===== src/shared/cmd_input_cfg.svh =====
// constants of the bus command input processor
// assumes: included by bare name from the package and the design modules
`ifndef CMD_INPUT_CFG_SVH
`define CMD_INPUT_CFG_SVH

`define CMD_BUF_DEPTH 350
`define CMD_CHAR_W 8
`define CMD_VAL_W 16
// character codes seen on the bus
`define CHR_CR 8'h0d
`define CHR_LF 8'h0a
`define CHR_SPACE 8'h20
`define CHR_COMMA 8'h2c
`define CHR_DEL 8'h7f
`define CHR_QMARK 8'h3f
`define CHR_ZERO 8'h30
`define CHR_NINE 8'h39
`define CHR_LOW_A 8'h61
`define CHR_LOW_Z 8'h7a
`define CHR_CASE_MASK 8'hdf
`define CHR_LETTER_T 8'h54
`define CHR_LETTER_G 8'h47
// markers held in the input buffer
`define MARK_TERM 8'h0a
`define MARK_GET 8'h01
// trigger modes and query range
`define TRIG_CONT 3'h0
`define TRIG_EXT_FIRST 3'h1
`define TRIG_EXT_LAST 3'h4
`define TRIG_DIGIT_LAST 8'h34
`define QUERY_DIGIT_LAST 8'h38
// serial poll byte layout
`define SPOLL_DAV_BIT 5
`define SPOLL_ERR_BIT 6
// value loaded for a rejected command
`define ERR_SYNTAX_CODE 16'h0047

`endif


===== src/shared/cmd_input_pkg.sv =====
// types of the bus command input processor
// assumes: constants come from cmd_input_cfg.svh
`include "cmd_input_cfg.svh"

package cmd_input_pkg;
  typedef enum logic [1:0] {
    EX_IDLE,
    EX_FETCH,
    EX_MEAS
  } exec_state_t;
endpackage : cmd_input_pkg


===== src/core/bus_command_input_processor.sv =====
// input command path of a bus-attached measuring instrument
// assumes: bus listener logic on core_clk offers bytes with rxValid/rxReady;
// measurement, status formatting and configuration engines sit outside
`timescale 1ns/1ps
`default_nettype none
`include "cmd_input_cfg.svh"

// Function
// - single trigger only in external trigger modes
// - single trigger measures once into output
// - only single trigger and GET get queued
// - store 350 chars, execute on terminator/full
// - terminators are CR, LF, GET, EOI
// - execute in order, free space per character
// - full buffer holds off until strings executed
// - upper and lower case are equivalent
// - drop spaces, commas, control codes
// - terminator group stores a single terminator; a GET marker is stored even right after another terminator
// - numeric arguments in NR1, NR2, NR3
// - illegal command loads error, config unchanged
// - output cleared after read, continuous excepted; the code clears it in continuous mode too, until the next reading loads it
// - one output buffer, last output wins
// - read or new terminator drops data available
// - queries, trigger, continuous, GET load output
// - data available is poll bit five
// - finish input before loading output, set available
// - new input string clears poll byte
module bus_command_input_processor
  import cmd_input_pkg::*;
#(
  parameter int DEPTH = `CMD_BUF_DEPTH,
  parameter int VW = `CMD_VAL_W
) (
  input wire logic core_clk,
  input wire logic rst_n,
  input wire logic rxValid,
  input wire logic [7:0] rxData,
  input wire logic rxEoi,
  input wire logic rxGet,
  output logic rxReady,
  input wire logic busClear,
  output logic execValid,
  output logic [7:0] execChar,
  input wire logic execIllegal,
  output logic [2:0] trigMode,
  output logic measReq,
  input wire logic measDone,
  input wire logic [VW-1:0] measValue,
  input wire logic contReading,
  input wire logic talkBusy,
  output logic [3:0] statusSel,
  input wire logic [VW-1:0] statusData,
  output logic outValid,
  output logic [VW-1:0] outData,
  output logic outIsError,
  input wire logic readDone,
  output logic [7:0] spollByte
);
  localparam int AW = $clog2(DEPTH);
  localparam int CW = $clog2(DEPTH + 1);
  localparam logic [CW-1:0] FULL = CW'(DEPTH);
  localparam logic [AW-1:0] LAST = AW'(DEPTH - 1);

  typedef struct packed {
    exec_state_t state;
    logic [AW-1:0] wrPtr;
    logic [AW-1:0] rdPtr;
    logic [CW-1:0] count;
    logic [CW-1:0] termCount;
    logic holdOff;
    logic lastTerm;
    logic pendEoi;
    logic commitAfter;
    logic [7:0] curLetter;
    logic [2:0] trigMode;
    logic pendStat;
    logic pendErr;
    logic pendNum;
    logic [VW-1:0] statVal;
    logic [VW-1:0] numVal;
    logic dataAvail;
    logic anyError;
    logic outIsError;
    logic [VW-1:0] outData;
    logic execValid;
    logic [7:0] execChar;
    logic measReq;
  } core_state_t;

  core_state_t s_reg, s_next;
  logic isTerm, isDiscard;
  logic [7:0] normChar, rdChar;
  logic accept, wrEn, rdEn, termIn;
  logic [7:0] wrData;

  cmd_char_filter u_filter (
    .rawChar(rxData),
    .isTerm(isTerm),
    .isDiscard(isDiscard),
    .normChar(normChar)
  );

  cmd_char_mem #(.WIDTH(8), .DEPTH(DEPTH)) u_mem (
    .core_clk(core_clk),
    .rst_n(rst_n),
    .wrEn(wrEn),
    .wrAddr(s_reg.wrPtr),
    .wrData(wrData),
    .rdEn(rdEn),
    .rdAddr(s_reg.rdPtr),
    .rdData(rdChar)
  );

  // stall the talker instead of dropping bytes
  assign rxReady = !s_reg.holdOff && !s_reg.pendEoi && !busClear;
  assign accept = (rxValid || rxGet) && rxReady;

  // entry side: what is written into the buffer this cycle
  always_comb begin
    wrEn = 1'b0;
    wrData = `MARK_TERM;
    termIn = 1'b0;
    if (s_reg.pendEoi) begin
      // EOI came with a real character, its terminator follows here
      wrEn = s_reg.count != FULL;
      termIn = wrEn;
    end else if (accept && rxGet) begin
      wrEn = 1'b1; // group trigger is queued as a marker
      wrData = `MARK_GET;
      termIn = 1'b1;
    end else if (accept && (isTerm || (rxEoi && isDiscard))) begin
      wrEn = !s_reg.lastTerm;
      termIn = 1'b1;
    end else if (accept && !isDiscard) begin
      wrEn = 1'b1;
      wrData = normChar;
    end
  end

  assign rdEn = (s_reg.state == EX_IDLE) && (s_reg.count != '0) &&
    ((s_reg.termCount != '0) || s_reg.holdOff);
  // holdOff alone drains a full buffer that holds no terminator yet

  // next state of the whole block
  always_comb begin
    logic consume;
    logic isMark;
    logic commit;
    logic [CW-1:0] cnt;
    logic [CW-1:0] tcnt;
    logic pStat;
    logic pErr;
    logic pNum;
    s_next = s_reg;
    consume = 1'b0;
    isMark = 1'b0;
    commit = 1'b0;
    cnt = s_reg.count;
    tcnt = s_reg.termCount;
    // pending flags as they stand once this cycle's work is in
    pStat = 1'b0;
    pErr = 1'b0;
    pNum = 1'b0;
    s_next.execValid = 1'b0;
    s_next.measReq = 1'b0;

    // write side bookkeeping
    if (wrEn) begin
      s_next.wrPtr = (s_reg.wrPtr == LAST) ? '0 : s_reg.wrPtr + 1'b1;
      cnt = cnt + 1'b1;
      if (wrData == `MARK_TERM || wrData == `MARK_GET) begin
        tcnt = tcnt + 1'b1;
      end
    end
    if (s_reg.pendEoi) begin
      s_next.pendEoi = !wrEn;
      s_next.lastTerm = s_reg.lastTerm || wrEn;
    end else if (accept) begin
      s_next.lastTerm = termIn ? 1'b1 : (isDiscard ? s_reg.lastTerm : 1'b0);
      s_next.pendEoi = rxEoi && !isDiscard && !isTerm && !rxGet;
    end

    // a config answer about the last forwarded character
    if (s_reg.execValid && execIllegal) begin
      s_next.pendErr = 1'b1;
    end

    unique case (s_reg.state)
      EX_IDLE: begin
        if (rdEn) begin
          s_next.state = EX_FETCH;
        end
      end
      EX_FETCH: begin
        consume = 1'b1;
        isMark = (rdChar == `MARK_TERM) || (rdChar == `MARK_GET);
        s_next.state = EX_IDLE;
        if (rdChar == `MARK_GET || rdChar == `CHR_QMARK) begin
          if (s_reg.trigMode >= `TRIG_EXT_FIRST && s_reg.trigMode <= `TRIG_EXT_LAST) begin
            s_next.measReq = 1'b1;
            s_next.state = EX_MEAS;
            s_next.commitAfter = rdChar == `MARK_GET;
          end else if (rdChar == `CHR_QMARK) begin
            s_next.pendErr = 1'b1;
          end else begin
            commit = 1'b1;
          end
        end else if (rdChar == `MARK_TERM) begin
          commit = 1'b1;
        end else begin
          // everything else goes to the configuration engine in order
          s_next.execValid = 1'b1;
          s_next.execChar = rdChar;
          if (rdChar >= `CHR_ZERO && rdChar <= `CHR_NINE) begin
            if (s_reg.curLetter == `CHR_LETTER_T) begin
              if (rdChar <= `TRIG_DIGIT_LAST) begin
                s_next.trigMode = rdChar[2:0];
              end else begin
                s_next.pendErr = 1'b1;
              end
            end else if (s_reg.curLetter == `CHR_LETTER_G) begin
              if (rdChar <= `QUERY_DIGIT_LAST) begin
                s_next.pendStat = 1'b1;
                s_next.statVal = statusData;
              end else begin
                s_next.pendErr = 1'b1;
              end
            end
          end else begin
            s_next.curLetter = rdChar;
          end
        end
      end
      EX_MEAS: begin
        if (measDone) begin
          s_next.pendNum = 1'b1;
          s_next.numVal = measValue;
          s_next.state = EX_IDLE;
          s_next.commitAfter = 1'b0;
          commit = s_reg.commitAfter;
        end
      end
      default: begin
        // unused encoding, fall back to waiting for work
        s_next.state = EX_IDLE;
      end
    endcase

    if (consume) begin
      s_next.rdPtr = (s_reg.rdPtr == LAST) ? '0 : s_reg.rdPtr + 1'b1;
      cnt = cnt - 1'b1;
      if (isMark) begin
        tcnt = tcnt - 1'b1;
      end
    end
    s_next.count = cnt;
    s_next.termCount = tcnt;

    // hold off once full, release once complete strings are gone
    if (cnt == FULL) begin
      s_next.holdOff = 1'b1;
    end else if (tcnt == '0) begin
      s_next.holdOff = 1'b0;
    end

    // read or a new string drops the data; loads below win
    if (readDone || termIn) begin
      s_next.dataAvail = 1'b0;
    end
    if (termIn) begin
      s_next.anyError = 1'b0;
    end
    if (s_reg.trigMode == `TRIG_CONT && contReading && !talkBusy) begin
      s_next.outData = measValue;
      s_next.outIsError = 1'b0;
      s_next.dataAvail = 1'b1;
    end

    // whole string done: load at most one output, by priority
    // take this cycle's flags: a measurement ending a trigger marker
    // string must not miss its own load
    if (commit) begin
      pStat = s_next.pendStat;
      pErr = s_next.pendErr;
      pNum = s_next.pendNum;
      s_next.curLetter = '0;
      s_next.pendStat = 1'b0;
      s_next.pendNum = 1'b0;
      // status output leaves the error pending for the next string
      s_next.pendErr = pErr && pStat;
      if (pStat || pErr || pNum) begin
        s_next.dataAvail = 1'b1;
        s_next.anyError = pErr;
        s_next.outIsError = !pStat && pErr;
        if (pStat) begin
          s_next.outData = s_next.statVal;
        end else if (pErr) begin
          s_next.outData = `ERR_SYNTAX_CODE;
        end else begin
          s_next.outData = s_next.numVal;
        end
      end
    end

    // device clear empties the queue at once
    if (busClear) begin
      s_next.wrPtr = '0;
      s_next.rdPtr = '0;
      s_next.count = '0;
      s_next.termCount = '0;
      s_next.holdOff = 1'b0;
      s_next.lastTerm = 1'b0;
      s_next.pendEoi = 1'b0;
      s_next.state = EX_IDLE;
    end
  end

  always_ff @(posedge core_clk) begin
    if (!rst_n) begin
      s_reg <= '0;
    end else begin
      s_reg <= s_next;
    end
  end

  // outputs straight from the state register, statusSel from the memory read data
  assign execValid = s_reg.execValid;
  assign execChar = s_reg.execChar;
  assign trigMode = s_reg.trigMode;
  assign measReq = s_reg.measReq;
  assign statusSel = rdChar[3:0];
  assign outValid = s_reg.dataAvail;
  assign outData = s_reg.outData;
  assign outIsError = s_reg.outIsError;
  assign spollByte = {1'b0, s_reg.anyError, s_reg.dataAvail, 5'h00};
endmodule : bus_command_input_processor

`default_nettype wire


===== src/core/cmd_char_filter.sv =====
// classifies one received bus character
// assumes: purely combinational, fed by the accepted bus byte
`timescale 1ns/1ps
`default_nettype none
`include "cmd_input_cfg.svh"

module cmd_char_filter
  import cmd_input_pkg::*;
(
  input wire logic [7:0] rawChar,
  output logic isTerm,
  output logic isDiscard,
  output logic [7:0] normChar
);
  // CR and LF close a string; EOI and GET arrive on their own lines
  always_comb begin
    isTerm = (rawChar == `CHR_CR) || (rawChar == `CHR_LF);
    // spaces, commas and other control codes never reach the buffer
    isDiscard = (rawChar == `CHR_SPACE) || (rawChar == `CHR_COMMA) ||
      (rawChar < `CHR_SPACE) || (rawChar >= `CHR_DEL);
    // case fold so later compares see one spelling
    if (rawChar >= `CHR_LOW_A && rawChar <= `CHR_LOW_Z) begin
      normChar = rawChar & `CHR_CASE_MASK;
    end else begin
      normChar = rawChar; // digits, sign, point, upper case exponent kept as typed
    end
  end
endmodule : cmd_char_filter

`default_nettype wire


===== src/core/cmd_char_mem.sv =====
// circular store for the command input buffer
// assumes: one writer and one reader on core_clk; read data appear one cycle after rdEn
`timescale 1ns/1ps
`default_nettype none

module cmd_char_mem #(
  parameter int WIDTH = 8,
  parameter int DEPTH = 350,
  parameter int AW = $clog2(DEPTH)
) (
  input wire logic core_clk,
  input wire logic rst_n,
  input wire logic wrEn,
  input wire logic [AW-1:0] wrAddr,
  input wire logic [WIDTH-1:0] wrData,
  input wire logic rdEn,
  input wire logic [AW-1:0] rdAddr,
  output logic [WIDTH-1:0] rdData
);
  typedef struct packed {
    logic [WIDTH-1:0] rdData;
  } mem_state_t;

  logic [WIDTH-1:0] store [DEPTH];
  mem_state_t s_reg, s_next;

  // storage array needs no reset, only the read register does
  always_ff @(posedge core_clk) begin
    if (wrEn) begin
      store[wrAddr] <= wrData;
    end
  end

  always_comb begin
    s_next = s_reg;
    if (rdEn) begin
      s_next.rdData = store[rdAddr];
    end
  end

  always_ff @(posedge core_clk) begin
    if (!rst_n) begin
      s_reg <= '0;
    end else begin
      s_reg <= s_next;
    end
  end

  assign rdData = s_reg.rdData;
endmodule : cmd_char_mem

`default_nettype wire


===== config.mk =====
export PLATFORM = sky130hd
export DESIGN_NAME = bus_command_input_processor
export DESIGN_NICKNAME = d
export VERILOG_FILES = /design/src/shared/cmd_input_pkg.sv /design/src/core/bus_command_input_processor.sv /design/src/core/cmd_char_filter.sv /design/src/core/cmd_char_mem.sv
export VERILOG_INCLUDE_DIRS = /design/src /design/src/shared
export SDC_FILE = /design/constraint.sdc
export NUM_CORES = 2
export LEC_CHECK = 0
export BUFFER_PORTS_ARGS = -buffer_cell sky130_fd_sc_hd__buf_2
export CAP_MARGIN = 15
export CORE_MARGIN = 3
export CORE_UTILIZATION = 50
export CTS_CLUSTER_DIAMETER = 60
export CTS_CLUSTER_SIZE = 40
export DETAILED_ROUTE_END_ITERATION = 8
export PLACE_DENSITY = 0.65
export SLEW_MARGIN = 20
export SYNTH_ARGS = -nofsm -noshare
export SYNTH_HDL_FRONTEND = slang
export SYNTH_HIERARCHICAL = 1
export SYNTH_SLANG_ARGS = --single-unit

===== constraint.sdc =====
create_clock -name core_clk -period 63.4 [get_ports core_clk]
set_input_delay 9.51 -clock core_clk [delete_from_list [all_inputs] [get_ports core_clk]]
set_output_delay 9.51 -clock core_clk [all_outputs]
set_load 0.005 [all_outputs]

==> impl_metrics.tcl <==
set metrics [dict create \
    use_met2 0.374 \
    avgViaCountPerCell 6.42 \
    grt_max_degree 224 \
    yosys.area_share.simple 0.0412 \
    synth-async-reset-ratio 0 \
    synthCells 5806 \
    drc_errors 0 \
    multiInputGateArea_mm2 0.0274 \
    yosys_warnings 6 \
    netlist_area_mm2 0.116 \
    post-place-ws_ps 43580 \
    ff2ff_setup_slack_ps 58130 \
    leakage_nw 34.6 \
    finalHoldViolations 0 \
    cts_resized 0 \
    drt_iter0_markers 7302 \
    fin_skew_ps 52.6 \
    min_period_ps 19810 \
    crit_required_ps 53890 \
    ant_nets 0 \
    numCtsBuffers 158 \
    cts_buffer_depth 3 \
    ys_ff_latch 2925 \
    worst_setup_path_start_kind "input port" \
    critPathMaxStageDelay_ps 380 \
    path_clk_slew_ps 90 \
    cts_sinks 2925 \
    ios 95 \
    synthFlopType "edfxtp_1" \
    globalplace.congestion 0.826 \
    crit_chain "buf_2, or3_4, inv_2, buf_2" \
    wire_per_inst_um 31.8 \
    hold_path_depth 2 \
    min_to "s_reg[45]" \
    area_delta_synth_final_pct 7.65 \
    use_met1 0.345 \
    critPathSlowestCell "or3_4" \
    grt_overflow 0 \
    vias 57500 \
    die-height_um 488 \
    finalMaxSlewViolations 0 \
    synth_edf_count 2800 \
    path_buf_inv 3 \
    hold_start "s_reg[45]" \
    postCtsHoldBufs 0 \
    dp.cells 8645 \
    cts-root-buf "clkbuf_16" \
    drt-total-wl_um 284000 \
    r2r_cells 9 \
    start_util 0.504 \
    cts_tree "yes" \
    cts_max_level 4 \
    nFillCells 17300 \
    crit_arrival_ps 10300 \
    ir_worst_vdd_mv 0.0206 \
    synth_compound_area_frac 0.0242 \
    portBuffers 88 \
    slew-limit-headroom 0.159 \
    fin_cells 8944 \
    tightest_slew_ps 1260 \
    met3_usage 0.0493 \
    drive_above_1_share 0.224 \
    grt_pass1_wl_um 408000 \
    synthMuxAreaShare 0.164 \
    maxCapViolations 0 \
    synth_xor_area_frac 0.00279 \
    cp_top_family "buffers and inverters" \
    power_density_mw_per_mm2 27.0 \
    coreArea_mm2 0.231 \
    rsz0062_at_grt "false" \
    grt_pass1_vias 56200 \
    drt-pass1-iter-count 6 \
    crit_fanout 6 \
    regArea_mm2 0.0866 \
    synthAdderAreaFrac 0.00151 \
    dp_hpwl_um 169000 \
    clkLatencyLatePin_ps 880 \
    final.setup.tns_ps 0 \
    setup_viol 0 \
    timing.fmax_ghz 0.0505 \
    die-area_mm2 0.238 \
    avgSynthCellArea_um2 20.0 \
    dieWidth_um 488 \
    critPathCaptureType "output pin" \
    row_count 176 \
    status "finished clean" \
    grt_usage 0.238 \
    hp-class "reg2reg" \
    fin_nets 5845 \
    synth_top_family_by_area "multiplexers" \
    cts_setup_buffers 0 \
    largest_register_ffs 2800 \
    layout_setup_ws_ps 43590 \
    crit_type "in2out" \
    synth_seq_area_share 0.746 \
    antenna_found_initial 12 \
    r2r-end "u_mem/rdData[2]" \
    synth_cell_types 105 \
    reg2reg_from "s_reg[97]" \
    crit_top_cell "buf_2" \
    period_share 0.313 \
    busiest_layer "met2" \
]
-- cells in the final DEF, fill, tap and decap left out, drive strengths merged, types with 23 or more instances in the layout --
cell	Yosys	final
nand3	73	73
nand2	273	273
dfxtp	125	125
nor3	23	23
a21oi	55	55
inv	32	83
mux2i	180	180
nor2	508	508
o22ai	27	27
mux4	756	756
o21ai	67	67
clkinv	0	56
a22oi	45	45
clkbuf	149	167
nand4	33	33
edfxtp	2800	2800
a31oi	28	28
buf	236	194
-- worst max path at each step --
stage | depth (start not counted) | end | from | slack [ps]
2_1_floorplan | 7 | u_mem/store[0][1] | rxData[2] | 36720
3_3_place_gp | 4 | rxReady | busClear | 43590
3_5_place_dp | 4 | rxReady | busClear | 43580
4_1_cts | 4 | rxReady | busClear | 43590
5_1_grt | 4 | rxReady | busClear | 43550
6_report | 4 | rxReady | busClear | 43590
-- cells in the mapped netlist, types with 15 or more instances --
library cell	number	share of area
a211oi_1	22	0.0014
a21oi_1	55	0.0024
a22oi_1	43	0.0028
a31oi_1	28	0.0015
and2_1	16	0.00086
and3_1	22	0.0012
buf_1	22	0.00071
buf_2	80	0.0034
buf_4	84	0.0054
buf_6	40	0.0039
clkbuf_1	147	0.0048
dfxtp_1	125	0.022
edfxtp_1	2800	0.72
inv_1	28	0.00091
mux2_2	15	0.0015
mux2i_1	180	0.016
mux4_2	756	0.15
nand2_1	272	0.0088
nand3_1	72	0.0031
nand4_1	33	0.0018
nor2_1	508	0.016
nor2b_1	20	0.0011
nor3_1	23	0.00099
o21ai_0	62	0.0027
o221ai_1	21	0.0016
o22ai_1	26	0.0014
or3_1	19	0.0010
xnor2_1	20	0.0015
xor2_1	17	0.0013
-- worst reg2reg max path, delay by kind of cell (launching register included) --
family,cells,cell delay [ps]
buffers and inverters,2,1500
AND/OR/NAND/NOR,2,350
AO/OA/AOI/OAI,3,1270
flip-flops,1,970
multiplexers,2,1000
-- per-stage QoR --
step,hold WS [ps],power [mW],util,instance area [µm²]
floorplan,424,2.19,-,116000
CTS,458,3.39,0.542,125000
finish,460,3.37,0.542,125000
global placement,438,2.20,0.517,119000
global route,479,3.47,0.542,125000
detailed placement,445,2.20,0.517,119000
-- layer usage --
layer / vias to the layer above / routed length [µm]
met5: - / 0
met4: 0 / 7190
met3: 358 / 26300
met2: 2714 / 136000
met1: 30700 / 115000
li1: 23600 / -
-- power by group --
part           total, mW  switching [mW]  internal, mW
Clock               1.21           0.669         0.543
Combinational     0.0508          0.0406        0.0102
Sequential          2.11         0.00174          2.11
Total               3.37           0.711          2.66
-- logic make-up after synthesis --
logic type | after synthesis
flops | 2925
simple gates | 1073
mux | 953
buf+inv | 417
compound gates | 386
xor+xnor | 37
fa+ha+maj | 14
other cells | 1
-- cell type report --
cell class / instances / share of cell area
Antenna cell: 7 / 0.000140
Clock buffer: 167 / 0.0326
Clock inverter: 124 / 0.0129
Inverter: 32 / 0.00102
Multi-Input combinational cell: 2469 / 0.219
Sequential cell: 2925 / 0.693
Tap cell: 3026 / 0.0303
Timing Repair Buffer: 194 / 0.0114
Power figures use the tool's default switching activity.
